===== src/mrd_pkg.sv =====
package mrd_pkg;

  // bus geometry: one register per aligned 32-bit word, byte address = 4 * index
  localparam int          WB_ADR_W        = 8;
  localparam int          WB_DAT_W        = 32;
  localparam int          IDX_W           = 4;

  // register indices
  localparam logic [3:0]  IDX_ADC_RESULT  = 4'h1;
  localparam logic [3:0]  IDX_DIODE_ONE   = 4'h2;
  localparam logic [3:0]  IDX_DIODE_TWO   = 4'h3;
  localparam logic [3:0]  IDX_INT_TEMP    = 4'h4;
  localparam logic [3:0]  IDX_OUT_A       = 4'h1;
  localparam logic [3:0]  IDX_OUT_D       = 4'h4;
  localparam logic [3:0]  IDX_ALERT_IN    = 4'h5;
  localparam logic [3:0]  IDX_ALERT_CUR   = 4'h6;
  localparam logic [3:0]  IDX_ALERT_TEMP  = 4'h7;
  localparam logic [3:0]  IDX_SEQUENCE    = 4'h8;
  localparam logic [3:0]  IDX_SETUP       = 4'h9;

  // reset values
  localparam logic [15:0] SETUP_RESET     = 16'h0000;
  localparam logic [7:0]  SEQUENCE_RESET  = 8'h00;
  localparam logic [11:0] CODE_RESET      = 12'h000;
  localparam logic [7:0]  ALERT_RESET     = 8'h00;
  localparam logic [15:0] RESULT_RESET    = 16'h0000;

  // result word fields
  localparam int          RES_FLAG_BIT    = 15;
  localparam int          RES_TAG_HI      = 14;
  localparam int          RES_TAG_LO      = 12;
  localparam int          RES_OPEN_BIT    = 11;
  localparam int          TEMP_W          = 11;
  localparam int          CODE_W          = 12;
  localparam logic [1:0]  TAG_DIODE_PFX   = 2'h3;
  localparam logic [7:0]  CUR_ALERT_MASK  = 8'h3F;

  // setup register fields
  localparam int          SETUP_POL_BIT   = 0;
  localparam int          SETUP_CLR_BIT   = 1;
  localparam int          SETUP_PIN_BIT   = 2;

  // converter link frame: bit 19 internal sensor, 18:16 tag, 15:0 payload
  localparam int          FRAME_W         = 20;
  localparam int          FRAME_INT_BIT   = 19;
  localparam int          FRAME_TAG_HI    = 18;
  localparam int          FRAME_TAG_LO    = 16;
  localparam logic [4:0]  FRAME_BITS      = 5'h14;

  // refresh timing
  localparam int          CLK_HZ          = 25_000_000;
  localparam int          REFRESH_MS      = 5;
  localparam int          REFRESH_CYCLES  = CLK_HZ / 1000 * REFRESH_MS;

  typedef enum logic [0:0] {
    MRD_RX_IDLE  = 1'b0,
    MRD_RX_SHIFT = 1'b1
  } mrd_rx_state_t;

endpackage


===== src/mrd_frame_if.sv =====
`timescale 1ns/100ps
`default_nettype none
interface mrd_frame_if;
  import mrd_pkg::*;
  logic               valid;
  logic [FRAME_W-1:0] word;
  modport rx (output valid, output word);
  modport core (input valid, input word);
endinterface
`default_nettype wire


===== src/mrd_regs.sv =====
// Behaviour
// diode results readable at 0x02, 0x03
// result bits 14:12 carry channel tag
// result bit 11 flags open diode
// result bits 10:0 two's complement temperature
// results refresh about every 5 ms
// internal result 0x04, flag bit15, 14:11 zero
// bit10 weighs -256, bit0 0.25 degrees
// writes 0x01..0x04 load output codes A..D
// code from bits 11:0, upper byte first
// code write bits 15:12 ignored
// three 8-bit alert status registers 0x05..0x07
// host reads status to find alert cause
// writing 0xFF clears whole status register
// writing one clears that single alert bit
// setup bits 1 and 2 clear all
// combined clear keeps alert pin enabled afterwards
// sequence register 0x08 selects autocycle channels
// setup register 0x09 sets operating mode
// setup register resets to 0x0000
// adc result 0x01: flag, tag, 12 bits
// tags: inputs 000-011, current 10x, diodes 11x
// alert bits stay set until cleared
//
// Design decision made here: the Wishbone slave port.
`timescale 1ns/100ps
`default_nettype none
module mrd_regs #(
  parameter int REFRESH_CYCLES_P = mrd_pkg::REFRESH_CYCLES
) (
  input  wire logic                         clk_i,
  input  wire logic                         rst_i,
  // register bus, one classic cycle per access
  input  wire logic                         wb_cyc_i,
  input  wire logic                         wb_stb_i,
  input  wire logic                         wb_we_i,
  input  wire logic [mrd_pkg::WB_ADR_W-1:0] wb_adr_i,
  input  wire logic [mrd_pkg::WB_DAT_W-1:0] wb_dat_i,
  input  wire logic [3:0]                   wb_sel_i,
  output logic      [mrd_pkg::WB_DAT_W-1:0] wb_dat_o,
  output logic                              wb_ack_o,
  // converter link pins, asynchronous to clk_i, synchronised inside
  input  wire logic                         link_clk_i,
  input  wire logic                         link_frame_i,
  input  wire logic                         link_data_i,
  // alert events from the conversion logic on the same clock
  input  wire logic [7:0]                   input_alert_set_i,
  input  wire logic [5:0]                   current_alert_set_i,
  input  wire logic [6:0]                   temperature_alert_set_i,
  // registered copies of the writable state, the refresh request and the pin
  output logic      [11:0]                  output_a_code_o,
  output logic      [11:0]                  output_b_code_o,
  output logic      [11:0]                  output_c_code_o,
  output logic      [11:0]                  output_d_code_o,
  output logic      [7:0]                   autocycle_channel_select_o,
  output logic      [15:0]                  operating_setup_o,
  output logic                              conv_req_o,
  output logic                              alert_o
);
  import mrd_pkg::*;

  typedef struct packed {
    // bus answer and captured read data
    logic                   ack;
    logic [WB_DAT_W-1:0]    rdat;
    // output codes a to d, index 0 is a
    logic [3:0][CODE_W-1:0] code;
    // latest results, the adc and diode ones with their channel tags
    logic [14:0]            adc_res;
    logic [14:0]            diode_one;
    logic [14:0]            diode_two;
    logic [TEMP_W-1:0]      int_temp;
    // sticky alert status
    logic [7:0]             st_in;
    logic [7:0]             st_cur;
    logic [7:0]             st_temp;
    // host-writable control
    logic [7:0]             seq;
    logic [15:0]            setup;
    logic                   pin_kept;
    // refresh timer and alert pin
    logic [31:0]            tmr;
    logic                   conv_req;
    logic                   alert;
  } mrd_regs_t;

  mrd_regs_t q;
  mrd_regs_t d;

  // finished link words reach the core through this carrier
  mrd_frame_if frame ();

  // link receiver; its own flops synchronise the pins

  mrd_link_rx u_link_rx (
    .clk_i        (clk_i),
    .rst_i        (rst_i),
    .link_clk_i   (link_clk_i),
    .link_frame_i (link_frame_i),
    .link_data_i  (link_data_i),
    .frame        (frame.rx)
  );

  // register index from a byte address; bits above the index must be zero
  // misaligned or out-of-range addresses map to an index nothing decodes
  function automatic logic [IDX_W:0] reg_index(input logic [WB_ADR_W-1:0] adr);
    logic [IDX_W:0] r;
    r = {1'b0, adr[IDX_W+1:2]};
    if (adr[WB_ADR_W-1:IDX_W+2] != '0 || adr[1:0] != 2'h0) begin
      r = {1'b1, 4'h0};
    end
    return r;
  endfunction

  // merge a write into an 8-bit field honouring byte lane 0
  function automatic logic [7:0] lane_lo(input logic [7:0] old, input logic [31:0] wd,
                                         input logic [3:0] sel);
    return sel[0] ? wd[7:0] : old;
  endfunction

  // a write strobe that lands on one register index
  function automatic logic hit(input logic wr_en, input logic [IDX_W:0] at,
                               input logic [3:0] reg_idx);
    return wr_en && (at == {1'b0, reg_idx});
  endfunction

  // sticky status update: clears first, then new events, so a set wins
  function automatic logic [7:0] w1c(input logic [7:0] old, input logic [7:0] clr,
                                     input logic clr_every, input logic [7:0] ev);
    return ((old & ~clr) & {8{!clr_every}}) | ev;
  endfunction

  // helpers of the combinational process, each given a value before it is read
  logic                req;
  logic                wr;
  logic [IDX_W:0]      idx;
  logic                any_alert;
  logic                pin_on;
  logic [7:0]          clr_in;
  logic [7:0]          clr_cur;
  logic [7:0]          clr_temp;
  logic [7:0]          set_temp;
  logic                clr_all;
  logic [15:0]         setup_wr;
  logic [2:0]          ftag;
  logic                open_seen;
  logic [WB_DAT_W-1:0] rd_word;

  always_comb begin
    d          = q;
    d.ack      = 1'b0;
    d.conv_req = 1'b0;
    req        = wb_cyc_i && wb_stb_i && !q.ack;
    wr         = req && wb_we_i;
    idx        = reg_index(wb_adr_i);
    clr_in     = 8'h00;
    clr_cur    = 8'h00;
    clr_temp   = 8'h00;
    clr_all    = 1'b0;
    setup_wr   = q.setup;
    ftag       = frame.word[FRAME_TAG_HI:FRAME_TAG_LO];
    open_seen  = 1'b0;
    any_alert  = (q.st_in != 8'h00) || (q.st_cur != 8'h00) || (q.st_temp != 8'h00);

    // bus answer one cycle after the request; ack drops the cycle after
    if (req) begin
      d.ack = 1'b1;
    end

    // output code writes share indices with the read-only results
    // each code splits into two byte lanes, lane 1 holding the upper bits
    for (int i = 0; i < 4; i++) begin
      if (hit(wr, idx, IDX_OUT_A + 4'(i))) begin
        if (wb_sel_i[1]) begin
          d.code[i][11:8] = wb_dat_i[11:8];  // upper bits from the first byte
        end
        if (wb_sel_i[0]) begin
          d.code[i][7:0] = wb_dat_i[7:0];
        end
        // bits 15:12 of the written word are never looked at
      end
    end

    // write-one-to-clear on the alert status registers
    if (hit(wr, idx, IDX_ALERT_IN)) begin
      clr_in = lane_lo(8'h00, wb_dat_i, wb_sel_i);
    end
    if (hit(wr, idx, IDX_ALERT_CUR)) begin
      clr_cur = lane_lo(8'h00, wb_dat_i, wb_sel_i);
    end
    if (hit(wr, idx, IDX_ALERT_TEMP)) begin
      clr_temp = lane_lo(8'h00, wb_dat_i, wb_sel_i);
    end

    // sequence and setup registers
    if (hit(wr, idx, IDX_SEQUENCE)) begin
      d.seq = lane_lo(q.seq, wb_dat_i, wb_sel_i);
    end
    if (hit(wr, idx, IDX_SETUP)) begin
      // lanes merge into the old value, so a one-byte write keeps the other half
      setup_wr[7:0] = lane_lo(q.setup[7:0], wb_dat_i, wb_sel_i);
      if (wb_sel_i[1]) begin
        setup_wr[15:8] = wb_dat_i[15:8];
      end
      d.setup = setup_wr;
      // both pin bits set means clear everything, and the pin stays live after
      if (setup_wr[SETUP_PIN_BIT] && setup_wr[SETUP_CLR_BIT]) begin
        clr_all    = 1'b1;
        d.pin_kept = 1'b1;
      end else if (!setup_wr[SETUP_PIN_BIT]) begin
        // clearing bit 2 hands the pin back to the plain enable
        d.pin_kept = 1'b0;
      end
    end

    // converter link frames update the result registers
    if (frame.valid) begin
      // the internal sensor has no tag or open bit, only the temperature
      if (frame.word[FRAME_INT_BIT]) begin
        d.int_temp = frame.word[TEMP_W-1:0];
      end else if (ftag[2:1] == TAG_DIODE_PFX) begin
        // an open diode also raises the sticky open-diode status bit
        open_seen = frame.word[RES_OPEN_BIT];
        // the two diodes differ only in the lowest tag bit
        if (ftag[0]) begin
          d.diode_two = {ftag, frame.word[11:0]};
        end else begin
          d.diode_one = {ftag, frame.word[11:0]};
        end
      end else begin
        d.adc_res = {ftag, frame.word[11:0]};
      end
    end

    // status bits: a set in the same cycle as a clear wins
    // open diode rides on top of the seven temperature events
    set_temp  = {open_seen, temperature_alert_set_i};
    d.st_in   = w1c(q.st_in, clr_in, clr_all, input_alert_set_i);
    // current status bits 7:6 are reserved and never set
    d.st_cur  = w1c(q.st_cur, clr_cur, clr_all,
                    {2'h0, current_alert_set_i} & CUR_ALERT_MASK);
    d.st_temp = w1c(q.st_temp, clr_temp, clr_all, set_temp);

    // read mux; unmapped indices read as zero
    // result reads carry the live alert summary in bit 15
    rd_word = '0;
    case (idx)
      {1'b0, IDX_ADC_RESULT}: begin
        rd_word[15:0] = {any_alert, q.adc_res};
      end
      {1'b0, IDX_DIODE_ONE}: begin
        rd_word[15:0] = {any_alert, q.diode_one};
      end
      {1'b0, IDX_DIODE_TWO}: begin
        rd_word[15:0] = {any_alert, q.diode_two};
      end
      {1'b0, IDX_INT_TEMP}: begin
        rd_word[15:0] = {any_alert, 4'h0, q.int_temp};
      end
      {1'b0, IDX_ALERT_IN}: begin
        rd_word[7:0] = q.st_in;
      end
      {1'b0, IDX_ALERT_CUR}: begin
        rd_word[7:0] = q.st_cur & CUR_ALERT_MASK;
      end
      {1'b0, IDX_ALERT_TEMP}: begin
        rd_word[7:0] = q.st_temp;
      end
      {1'b0, IDX_SEQUENCE}: begin
        rd_word[7:0] = q.seq;
      end
      {1'b0, IDX_SETUP}: begin
        rd_word[15:0] = q.setup;
      end
      default: begin
        rd_word = '0;
      end
    endcase

    // read data is caught at the taking edge and held until the next read
    if (req && !wb_we_i) begin
      d.rdat = rd_word;
    end

    // free-running refresh request, no host action needed
    // the period is a parameter so a bench can shorten it; it never pauses
    if (q.tmr == 32'(REFRESH_CYCLES_P - 1)) begin
      d.tmr      = 32'h0;
      d.conv_req = 1'b1;
    end else begin
      d.tmr = q.tmr + 32'h1;
    end

    // alert pin: enabled by setup bit 2 alone or kept on by a combined clear
    pin_on  = (q.setup[SETUP_PIN_BIT] && !q.setup[SETUP_CLR_BIT]) || q.pin_kept;
    // polarity bit 0: one drives the pin high on an alert, zero drives it low
    if (q.setup[SETUP_POL_BIT]) begin
      d.alert = pin_on && any_alert;
    end else begin
      d.alert = !(pin_on && any_alert);
    end
  end

  // one register stage for the whole block state
  // synchronous reset: the first edge after release already sees reset values
  always_ff @(posedge clk_i) begin
    if (rst_i) begin
      q          <= '0;
      // every field named so the value after reset is visible at a glance
      q.ack      <= 1'b0;
      q.rdat     <= '0;
      q.code     <= {4{CODE_RESET}};
      q.diode_one <= RESULT_RESET[14:0];
      q.diode_two <= RESULT_RESET[14:0];
      q.int_temp <= RESULT_RESET[TEMP_W-1:0];
      q.pin_kept <= 1'b0;
      q.tmr      <= 32'h0;
      q.conv_req <= 1'b0;
      q.setup    <= SETUP_RESET;
      q.seq      <= SEQUENCE_RESET;
      q.st_in    <= ALERT_RESET;
      q.st_cur   <= ALERT_RESET;
      q.st_temp  <= ALERT_RESET;
      q.adc_res  <= RESULT_RESET[14:0];
      q.alert    <= 1'b1;
    end else begin
      q <= d;
    end
  end

  // every data output comes straight from the state register
  assign wb_ack_o                   = q.ack;
  assign wb_dat_o                   = q.rdat;
  assign output_a_code_o            = q.code[0];
  assign output_b_code_o            = q.code[1];
  assign output_c_code_o            = q.code[2];
  assign output_d_code_o            = q.code[3];
  assign autocycle_channel_select_o = q.seq;
  assign operating_setup_o          = q.setup;
  assign conv_req_o                 = q.conv_req;
  assign alert_o                    = q.alert;
endmodule
`default_nettype wire


===== src/mrd_link_rx.sv =====
`timescale 1ns/100ps
`default_nettype none
module mrd_link_rx (
  input  wire logic clk_i,
  input  wire logic rst_i,
  input  wire logic link_clk_i,
  input  wire logic link_frame_i,
  input  wire logic link_data_i,
  mrd_frame_if.rx   frame
);
  import mrd_pkg::*;

  typedef struct packed {
    logic [2:0]         meta;
    logic [2:0]         sync;
    logic               clk_prev;
    mrd_rx_state_t      state;
    logic [4:0]         cnt;
    logic [FRAME_W-1:0] shreg;
    logic               valid;
    logic [FRAME_W-1:0] word;
  } mrd_rx_regs_t;

  mrd_rx_regs_t q;
  mrd_rx_regs_t d;

  // link pins pass two flops; only the second stage is looked at
  always_comb begin
    d          = q;
    d.meta     = {link_clk_i, link_frame_i, link_data_i};
    d.sync     = q.meta;
    d.clk_prev = q.sync[2];
    d.valid    = 1'b0;
    case (q.state)
      MRD_RX_IDLE: begin
        d.cnt = 5'h00;
        if (q.sync[1]) begin
          d.state = MRD_RX_SHIFT;
        end
      end
      MRD_RX_SHIFT: begin
        // frame end mid-word drops the partial word rather than mixing frames
        if (!q.sync[1]) begin
          d.state = MRD_RX_IDLE;
        end else if (q.sync[2] && !q.clk_prev) begin
          d.shreg = {q.shreg[FRAME_W-2:0], q.sync[0]};
          if (q.cnt == FRAME_BITS - 5'h01) begin
            d.valid = 1'b1;
            d.word  = {q.shreg[FRAME_W-2:0], q.sync[0]};
            d.cnt   = 5'h00;
          end else begin
            d.cnt = q.cnt + 5'h01;
          end
        end
      end
      default: d.state = MRD_RX_IDLE;
    endcase
  end

  always_ff @(posedge clk_i) begin
    if (rst_i) begin
      q <= '0;
    end else begin
      q <= d;
    end
  end

  assign frame.valid = q.valid;
  assign frame.word  = q.word;
endmodule
`default_nettype wire


===== config.mk =====
export PLATFORM = sky130hd
export DESIGN_NAME = mrd_regs
export DESIGN_NICKNAME = d
export VERILOG_FILES = /design/src/mrd_pkg.sv /design/src/mrd_frame_if.sv /design/src/mrd_regs.sv /design/src/mrd_link_rx.sv
export SDC_FILE = /design/constraint.sdc
export NUM_CORES = 1
export LEC_CHECK = 0
export BUFFER_PORTS_ARGS = -buffer_cell sky130_fd_sc_hd__buf_4
export CAP_MARGIN = 20
export CORE_ASPECT_RATIO = 1.25
export CORE_MARGIN = 5
export CORE_UTILIZATION = 55
export DETAILED_ROUTE_END_ITERATION = 10
export PLACE_DENSITY = 0.75
export SYNTH_ARGS = -nofsm -noshare
export SYNTH_HDL_FRONTEND = slang
export SYNTH_SLANG_ARGS = --single-unit

===== constraint.sdc =====
create_clock -name clk_i -period 3 [get_ports clk_i]
set_clock_uncertainty 0.1 [all_clocks]
set_input_delay 0.45 -clock clk_i [delete_from_list [all_inputs] [get_ports clk_i]]
set_output_delay 0.45 -clock clk_i [all_outputs]
set_load 0.01 [all_outputs]

==> impl_metrics.yaml, run 1 <==
placed_design:
  port_buffers: 145
  place_worst_setup_slack_ns: 0.285
  place_area_sq_um: 11900
  dp_hpwl_mm: 21.5
  gp_congestion: 0.990
global_route:
  grt_usage_pct: 25.4
  grt_pass1_wl_mm: 47.5
  grt_pass1_vias: 8874
  grt_max_degree: 185
  grt-ovfl-total: 0
  grt_antenna_before_repair: 0
yosys:
  synth_edf_count: 0
  yosysUniqueCellTypes: 72
  synth_area_per_cell_sq_um: 8.65
  netlist_area_sq_um: 11200
  synth-simple-area-share_pct: 21.8
  yosys.area_share.adder_pct: 0.223
  synthMuxAreaShare_pct: 8.40
  synth_top_family_by_area: "simple AND/OR/NAND/NOR gates"
  synth_xor_area_share_pct: 2.34
  ys_seq_area_share_pct: 44.9
  synth_compound_area_share_pct: 12.1
  async_reset_ff_share_pct: 0
  syn_inst: 1297
  yosysWarnings: 0
  ys.flop_type: "dfxtp_1"
  synth-seq-cells: 252
die:
  io_pins: 180
  coreArea_sq_um: 20100
  core.rowCount: 58
  die_h_um: 170
  die-area_sq_um: 23400
  fp.dieW_um: 138
  initial_core_util_pct: 55.8
setup_path:
  arrival_ns: 2.52
  max_stage_delay_ns: 0.79
  crit_type: "reg -> reg"
  cp_max_fo: 8
  slowest_stage: "nor4_2"
  reg2reg_setup_slack_ns: 0.80
  cpMostUsedCell: "nand3_1"
  cp.required_ns: 3.32
  crit_chain: "ha_1 > nand3_1 > nor4_2 > nand3_1 > xnor2_1 > nor2_1"
  start_kind: "flip-flop"
  crit_path_end_kind: "flip-flop"
sta:
  max_slew.worst_pin.slew_ns: 1.06
  min_period_ns: 2.20
  rsz0062_at_grt: "false"
  setup_ws_ns: 0.803
  maxSlewHeadroom_pct: 29.4
  drv_slew: 0
  fmax_ghz: 0.455
  hold_ws_ns: 0.0272
  setup_viol: 0
  final_hold_viol_count: 0
  setup_tns_ns: 0
  period_share_pct: 73.2
clock_network:
  htree_num_levels: 1
  path_clk_slew_ns: 0.06
  cts_buffers: 25
  clk_latency_ns: 0.53
  clk_path_buf_depth: 3
  cts_resized: 0
  cts_hold_buf: 0
  cts_setup_buffers: 0
  cts-root-buf: "clkbuf_16"
  cts_tree: "done"
  clock-sinks: 252
power_and_ir_drop:
  powerDensity_nw_per_um2: 558
  power_switching_mw: 1.58
  netSwitchingFraction_pct: 22.2
  seq_power_share_pct: 48.1
  p_clk_share_pct: 47.2
  leakage_nw: 4.85
  total_power_mw: 7.11
  p_int_mw: 5.54
  p_comb_share_pct: 4.7
  vdd_ir_drop_max_uv: 370
layout:
  drive_gt1_share_pct: 18.3
  antenna_cells: 0
  fill_cells: 1686
  syn_to_final_growth_pct: 13.6
  nets: 1407
  stdcell_area_sq_um: 12800
  mostFrequentLayoutCells: "dfxtp_1 (252), nand2_1 (194), buf_4 (170), nor2_1 (139), a21oi_1 (101)"
  final_common_cell: "dfxtp_1"
drt:
  avgViaCountPerCell: 5.79
  num_vias: 9375
  wl_per_cell_um: 19.0
  wirelength_mm: 30.7
  drt_pre_antenna_iters: 7
  drtIter0Drc: 737
  drc: 0
  antenna_left: 0
status:
  status: "finished, final reports clean"
worst_hold_path:
  hp-class: "in -> reg"
flow_run:
  max_cap_viol_count: 0
## logic make-up (layout without fill, tap and decap cells)
| group | Yosys count | after routing |
|---|---|---|
| mux | 92 | 92 |
| flops | 252 | 252 |
| buf+inv | 194 | 232 |
| other cells | 1 | 16 |
| simple gates | 515 | 515 |
| compound gates | 211 | 211 |
| xor+xnor | 30 | 30 |
| fa+ha+maj | 2 | 2 |
## cell type report
class	count	area (sq um)	share of cell area, %
Sequential cell	252	5040	39.6
Timing Repair Buffer	172	1310	10.3
Inverter	15	56.3	0.442
Tap cell	270	338	2.65
Multi-Input combinational cell	866	5120	40.1
Clock inverter	10	163	1.28
Clock buffer	35	723	5.67
## routing by layer
metal / wire [um] / track usage [%] / up-vias
met5: 0 / 0 / -
met4: 2120 / 15.6 / 0
met3: 2380 / 4.60 / 113
met2: 14800 / 42.3 / 418
met1: 11400 / 30.0 / 4410
li1: - / - / 4434
## registers in the layout, indices dropped and copies added, names as in the netlist
signal	cells
q	112
u_link_rx.q	28
operating_setup_o	16
u_link_rx.frame.word	16
wb_dat_o	16
output_a_code_o	12
output_b_code_o	12
output_c_code_o	12
output_d_code_o	12
autocycle_channel_select_o	8
u_link_rx.d	4
alert_o	1
conv_req_o	1
u_link_rx.frame.valid	1
wb_ack_o	1
## power by group through the flow
stage	registers [mW]	logic, mW	clock network [mW]
after CTS	3.42	0.329	3.40
after global placement	3.49	0.325	0
after detailed placement	3.49	0.327	0
after floorplan	3.48	0.215	0
after global routing	3.42	0.356	3.54
final	3.42	0.333	3.36
## through the flow
stage / utilization [%] / instances
after floorplan: - / 1312
after global placement: 59.0 / 1575
after detailed placement: 59.0 / 1575
after CTS: 63.4 / 1620
after global routing: 63.4 / 1620
final: 63.4 / 1620
## final timing paths
kind | from | end | depth (start not counted)
setup / recovery | q[2] | q[30] | 6
setup reg to reg | q[2] | q[30] | 6
hold reg to reg | u_link_rx.d[49] | u_link_rx.q[49] | 1
hold / removal | temperature_alert_set_i[5] | q[64] | 2
## critical path: cells and delay by family (launching register included)
| family | cells | cell delay [ns] |
|---|---|---|
| adders and majority gates | 1 | 0.23 |
| xor gates and xnor gates | 1 | 0.20 |
| DFF | 1 | 0.36 |
| and+or+nand+nor | 4 | 1.20 |
## cell usage after synthesis (all sizes together) (3+ instances only)
| cell | count | share of area, % |
|---|---|---|
| clkbuf | 63 | 2.1 |
| nand4 | 12 | 0.67 |
| nor2b | 13 | 0.72 |
| nor4b | 3 | 0.23 |
| dfxtp | 252 | 45 |
| o31ai | 4 | 0.27 |
| o21ai | 20 | 0.89 |
| and2 | 3 | 0.17 |
| nor2 | 144 | 5.0 |
| nor4 | 17 | 1.2 |
| mux2 | 8 | 0.80 |
| nand2b | 7 | 0.39 |
| buf | 116 | 7.6 |
| nand2 | 194 | 6.5 |
| a221oi | 5 | 0.39 |
| xor2 | 19 | 1.5 |
| nand4b | 5 | 0.39 |
| mux2i | 83 | 7.4 |
| inv | 14 | 0.47 |
| nand3b | 3 | 0.20 |
| or2 | 3 | 0.17 |
| or3 | 3 | 0.17 |
| nand3 | 64 | 2.9 |
| and4 | 4 | 0.31 |
| a21oi | 102 | 4.6 |
| a31oi | 6 | 0.33 |
| a211oi | 5 | 0.33 |
| a22oi | 20 | 1.3 |
| xnor2 | 11 | 0.86 |
| a32o | 22 | 2.0 |
| and3 | 10 | 0.56 |
| a22o | 4 | 0.31 |
| nor3 | 21 | 1.5 |
(Power assumes the default switching activity.)
==> run 2: changes to the inputs <==
--- a/config.mk
+++ b/config.mk
@@ -9,9 +9,9 @@
 export CAP_MARGIN = 20
 export CORE_ASPECT_RATIO = 1.25
 export CORE_MARGIN = 5
-export CORE_UTILIZATION = 55
+export CORE_UTILIZATION = 51
 export DETAILED_ROUTE_END_ITERATION = 10
-export PLACE_DENSITY = 0.75
+export PLACE_DENSITY = 0.73
 export SYNTH_ARGS = -nofsm -noshare
 export SYNTH_HDL_FRONTEND = slang
 export SYNTH_SLANG_ARGS = --single-unit
==> constraint.sdc (replaced) <==
create_clock -name clk_i -period 2 [get_ports clk_i]
set_clock_uncertainty 0.1 [all_clocks]
set_input_delay 0.3 -clock clk_i [delete_from_list [all_inputs] [get_ports clk_i]]
set_output_delay 0.3 -clock clk_i [all_outputs]
set_load 0.01 [all_outputs]
==> run 2 against run 1 <==
- power up 43%
- critical path depth up 3
- register-to-register slack lost 0.73 ns
- count of clock-buffer cells in the layout fell by 1
- clock power grew 31%
- final cell count grew 7.3%
- sequential power grew 50%
- sequential share of layout area down 2.9 points
- critical path type is now in -> reg
- critical endpoint is now wb_dat_o[4]
- largest power group unchanged
==> impl_metrics.yaml, run 2 (same netlist as run 1, synthesis figures left out) <==
sta:
  min_period_ns: 1.94
  maxSlewHeadroom_pct: 63.1
  period_share_pct: 96.8
  fmax_ghz: 0.517
  rsz0062_at_grt: "false"
  final_hold_viol_count: 0
  setup_viol: 0
  setup_ws_ns: 0.0639
  max_slew.worst_pin.slew_ns: 0.552
  drv_slew: 0
  setup_tns_ns: 0
drt:
  avgViaCountPerCell: 5.59
  num_vias: 9719
  wl_per_cell_um: 18.5
  drc: 0
  wirelength_mm: 32.1
  drtIter0Drc: 474
  antenna_left: 0
  drt_pre_antenna_iters: 5
global_route:
  grt_pass1_vias: 9403
  grt_pass1_wl_mm: 49.8
  grt-ovfl-total: 0
  grt_antenna_before_repair: 0
  grt_max_degree: 91
  grt_usage_pct: 24.5
clock_network:
  cts_tree: "done"
  cts-root-buf: "clkbuf_16"
  clk_latency_ns: 0.52
  path_clk_slew_ns: 0.06
  htree_num_levels: 1
  clk_path_buf_depth: 3
  cts_buffers: 25
  clock-sinks: 252
power_and_ir_drop:
  powerDensity_nw_per_um2: 740
  total_power_mw: 10.2
  p_int_mw: 7.88
  netSwitchingFraction_pct: 22.6
  power_switching_mw: 2.30
  leakage_nw: 5.38
  p_clk_share_pct: 43.3
  p_comb_share_pct: 6.3
  vdd_ir_drop_max_uv: 537
  seq_power_share_pct: 50.4
placed_design:
  dp_hpwl_mm: 23.3
  dp.cells: 1657
  port_buffers: 145
  place_worst_setup_slack_ns: -0.233
  gp_congestion: 0.973
die:
  io_pins: 180
  initial_core_util_pct: 51.9
  die_h_um: 176
  fp.dieW_um: 143
  coreArea_sq_um: 21600
  die-area_sq_um: 25100
  core.rowCount: 60
layout:
  syn_to_final_growth_pct: 22.5
  nets: 1517
  mostFrequentLayoutCells: "dfxtp_1 (252), buf_4 (236), nand2_1 (191), nor2_1 (139), a21oi_1 (101)"
  fill_cells: 1808
  final_common_cell: "dfxtp_1"
  instances_no_fill: 1738
  largest_registers: "q: 112 flops, u_link_rx.q: 28 flops"
  multi_input_area_sq_um: 5180
  drive_gt1_share_pct: 23.0
  seq_area_sq_um: 5040
  antenna_cells: 0
  largest_register: "q"
  largest_reg_flops: 112
  postLayoutCoreUtil_pct: 63.6
setup_path:
  max_stage_delay_ns: 0.54
  cp.required_ns: 2.29
  start_kind: "primary input"
  cp_top_family: "buffers and inverters"
  crit_path_end_kind: "flip-flop"
  crit_type: "in -> reg"
  cp_max_fo: 9
  arrival_ns: 2.22
  cpMostUsedCell: "buf_4"
  slowest_stage: "dlygate4sd3_1"
  crit_chain: "dlygate4sd3_1 > buf_4 > or4bb_1 > buf_4 > buf_4 > nand2_1 > o221ai_1 > a31oi_1 > a211oi_1"
  path_buf_inv: 4
status:
  status: "finished, final reports clean"
worst_hold_path:
  hp-class: "in -> reg"
flow_run:
  max_cap_viol_count: 0
## run 2: changes by cell type in the layout (fill, tap and decap cells not counted), sizes merged
| cell | change |
|---|---|
| clkinv | +4 |
| buf | +76 |
| dlygate4sd3 | +33 |
| inv | -1 |
| bufinv | -4 |
| clkinvlp | +1 |
## run 2: cell type report
type                       instances  share of cell area, %
clock buffer                      34                   5.23
clock inverter                    10                  0.428
inverter                          15                  0.409
multi-input combinational        866                   37.6
sequential                       252                   36.7
tap                              279                   2.54
timing repair buffer             282                   17.1
## run 2: path summary, 6_finish.rpt
kind | from | to | slack (ns) | cells after the start
min reg2reg | u_link_rx.d[49] | u_link_rx.q[49] | 0.33 | 1
min | wb_dat_i[4] | output_d_code_o[4] | 0.02 | 3
max reg2reg | wb_ack_o | wb_dat_o[4] | 0.07 | 7
max | wb_stb_i | wb_dat_o[4] | 0.06 | 9
## run 2: routing by layer
layer / share of wire (%) / vias to the layer above / track usage, %
met5: 0 / - / 0
met4: 6.4 / 0 / 14.2
met3: 5.5 / 95 / 2.91
met2: 50 / 323 / 43.2
met1: 38 / 4623 / 28.4
li1: - / 4678 / -
## run 2: power groups by stage
stage | logic, mW | clock network [mW] | registers, mW
after detailed placement | 0.566 | 0 | 5.24
after global routing | 0.685 | 4.70 | 5.13
after global placement | 0.562 | 0 | 5.24
final | 0.644 | 4.40 | 5.13
after floorplan | 0.324 | 0 | 5.22
after CTS | 0.621 | 4.49 | 5.13
## run 2: through the flow
| step | hold WS [ns] | instance area, sq um |
|---|---|---|
| 2_1_floorplan | 0.314 | 11300 |
| 6_report | 0.0232 | 13800 |
| 5_1_grt | 0.00944 | 13800 |
| 3_5_place_dp | 0.327 | 12600 |
| 4_1_cts | 0.00395 | 13700 |
| 3_3_place_gp | 0.324 | 12600 |
## run 2: timing repair
action                     4_1_cts  5_1_grt
setup endpoints to repair        0       38
hold buffers                    33        0
resized for setup                0        7
buffers inserted                 0        2
hold endpoints to repair        49        0
## run 2: worst min-delay path, stage by stage
cell,delay (ns)
buf_4,0.17
nand2_1,0.07
a21oi_1,0.06
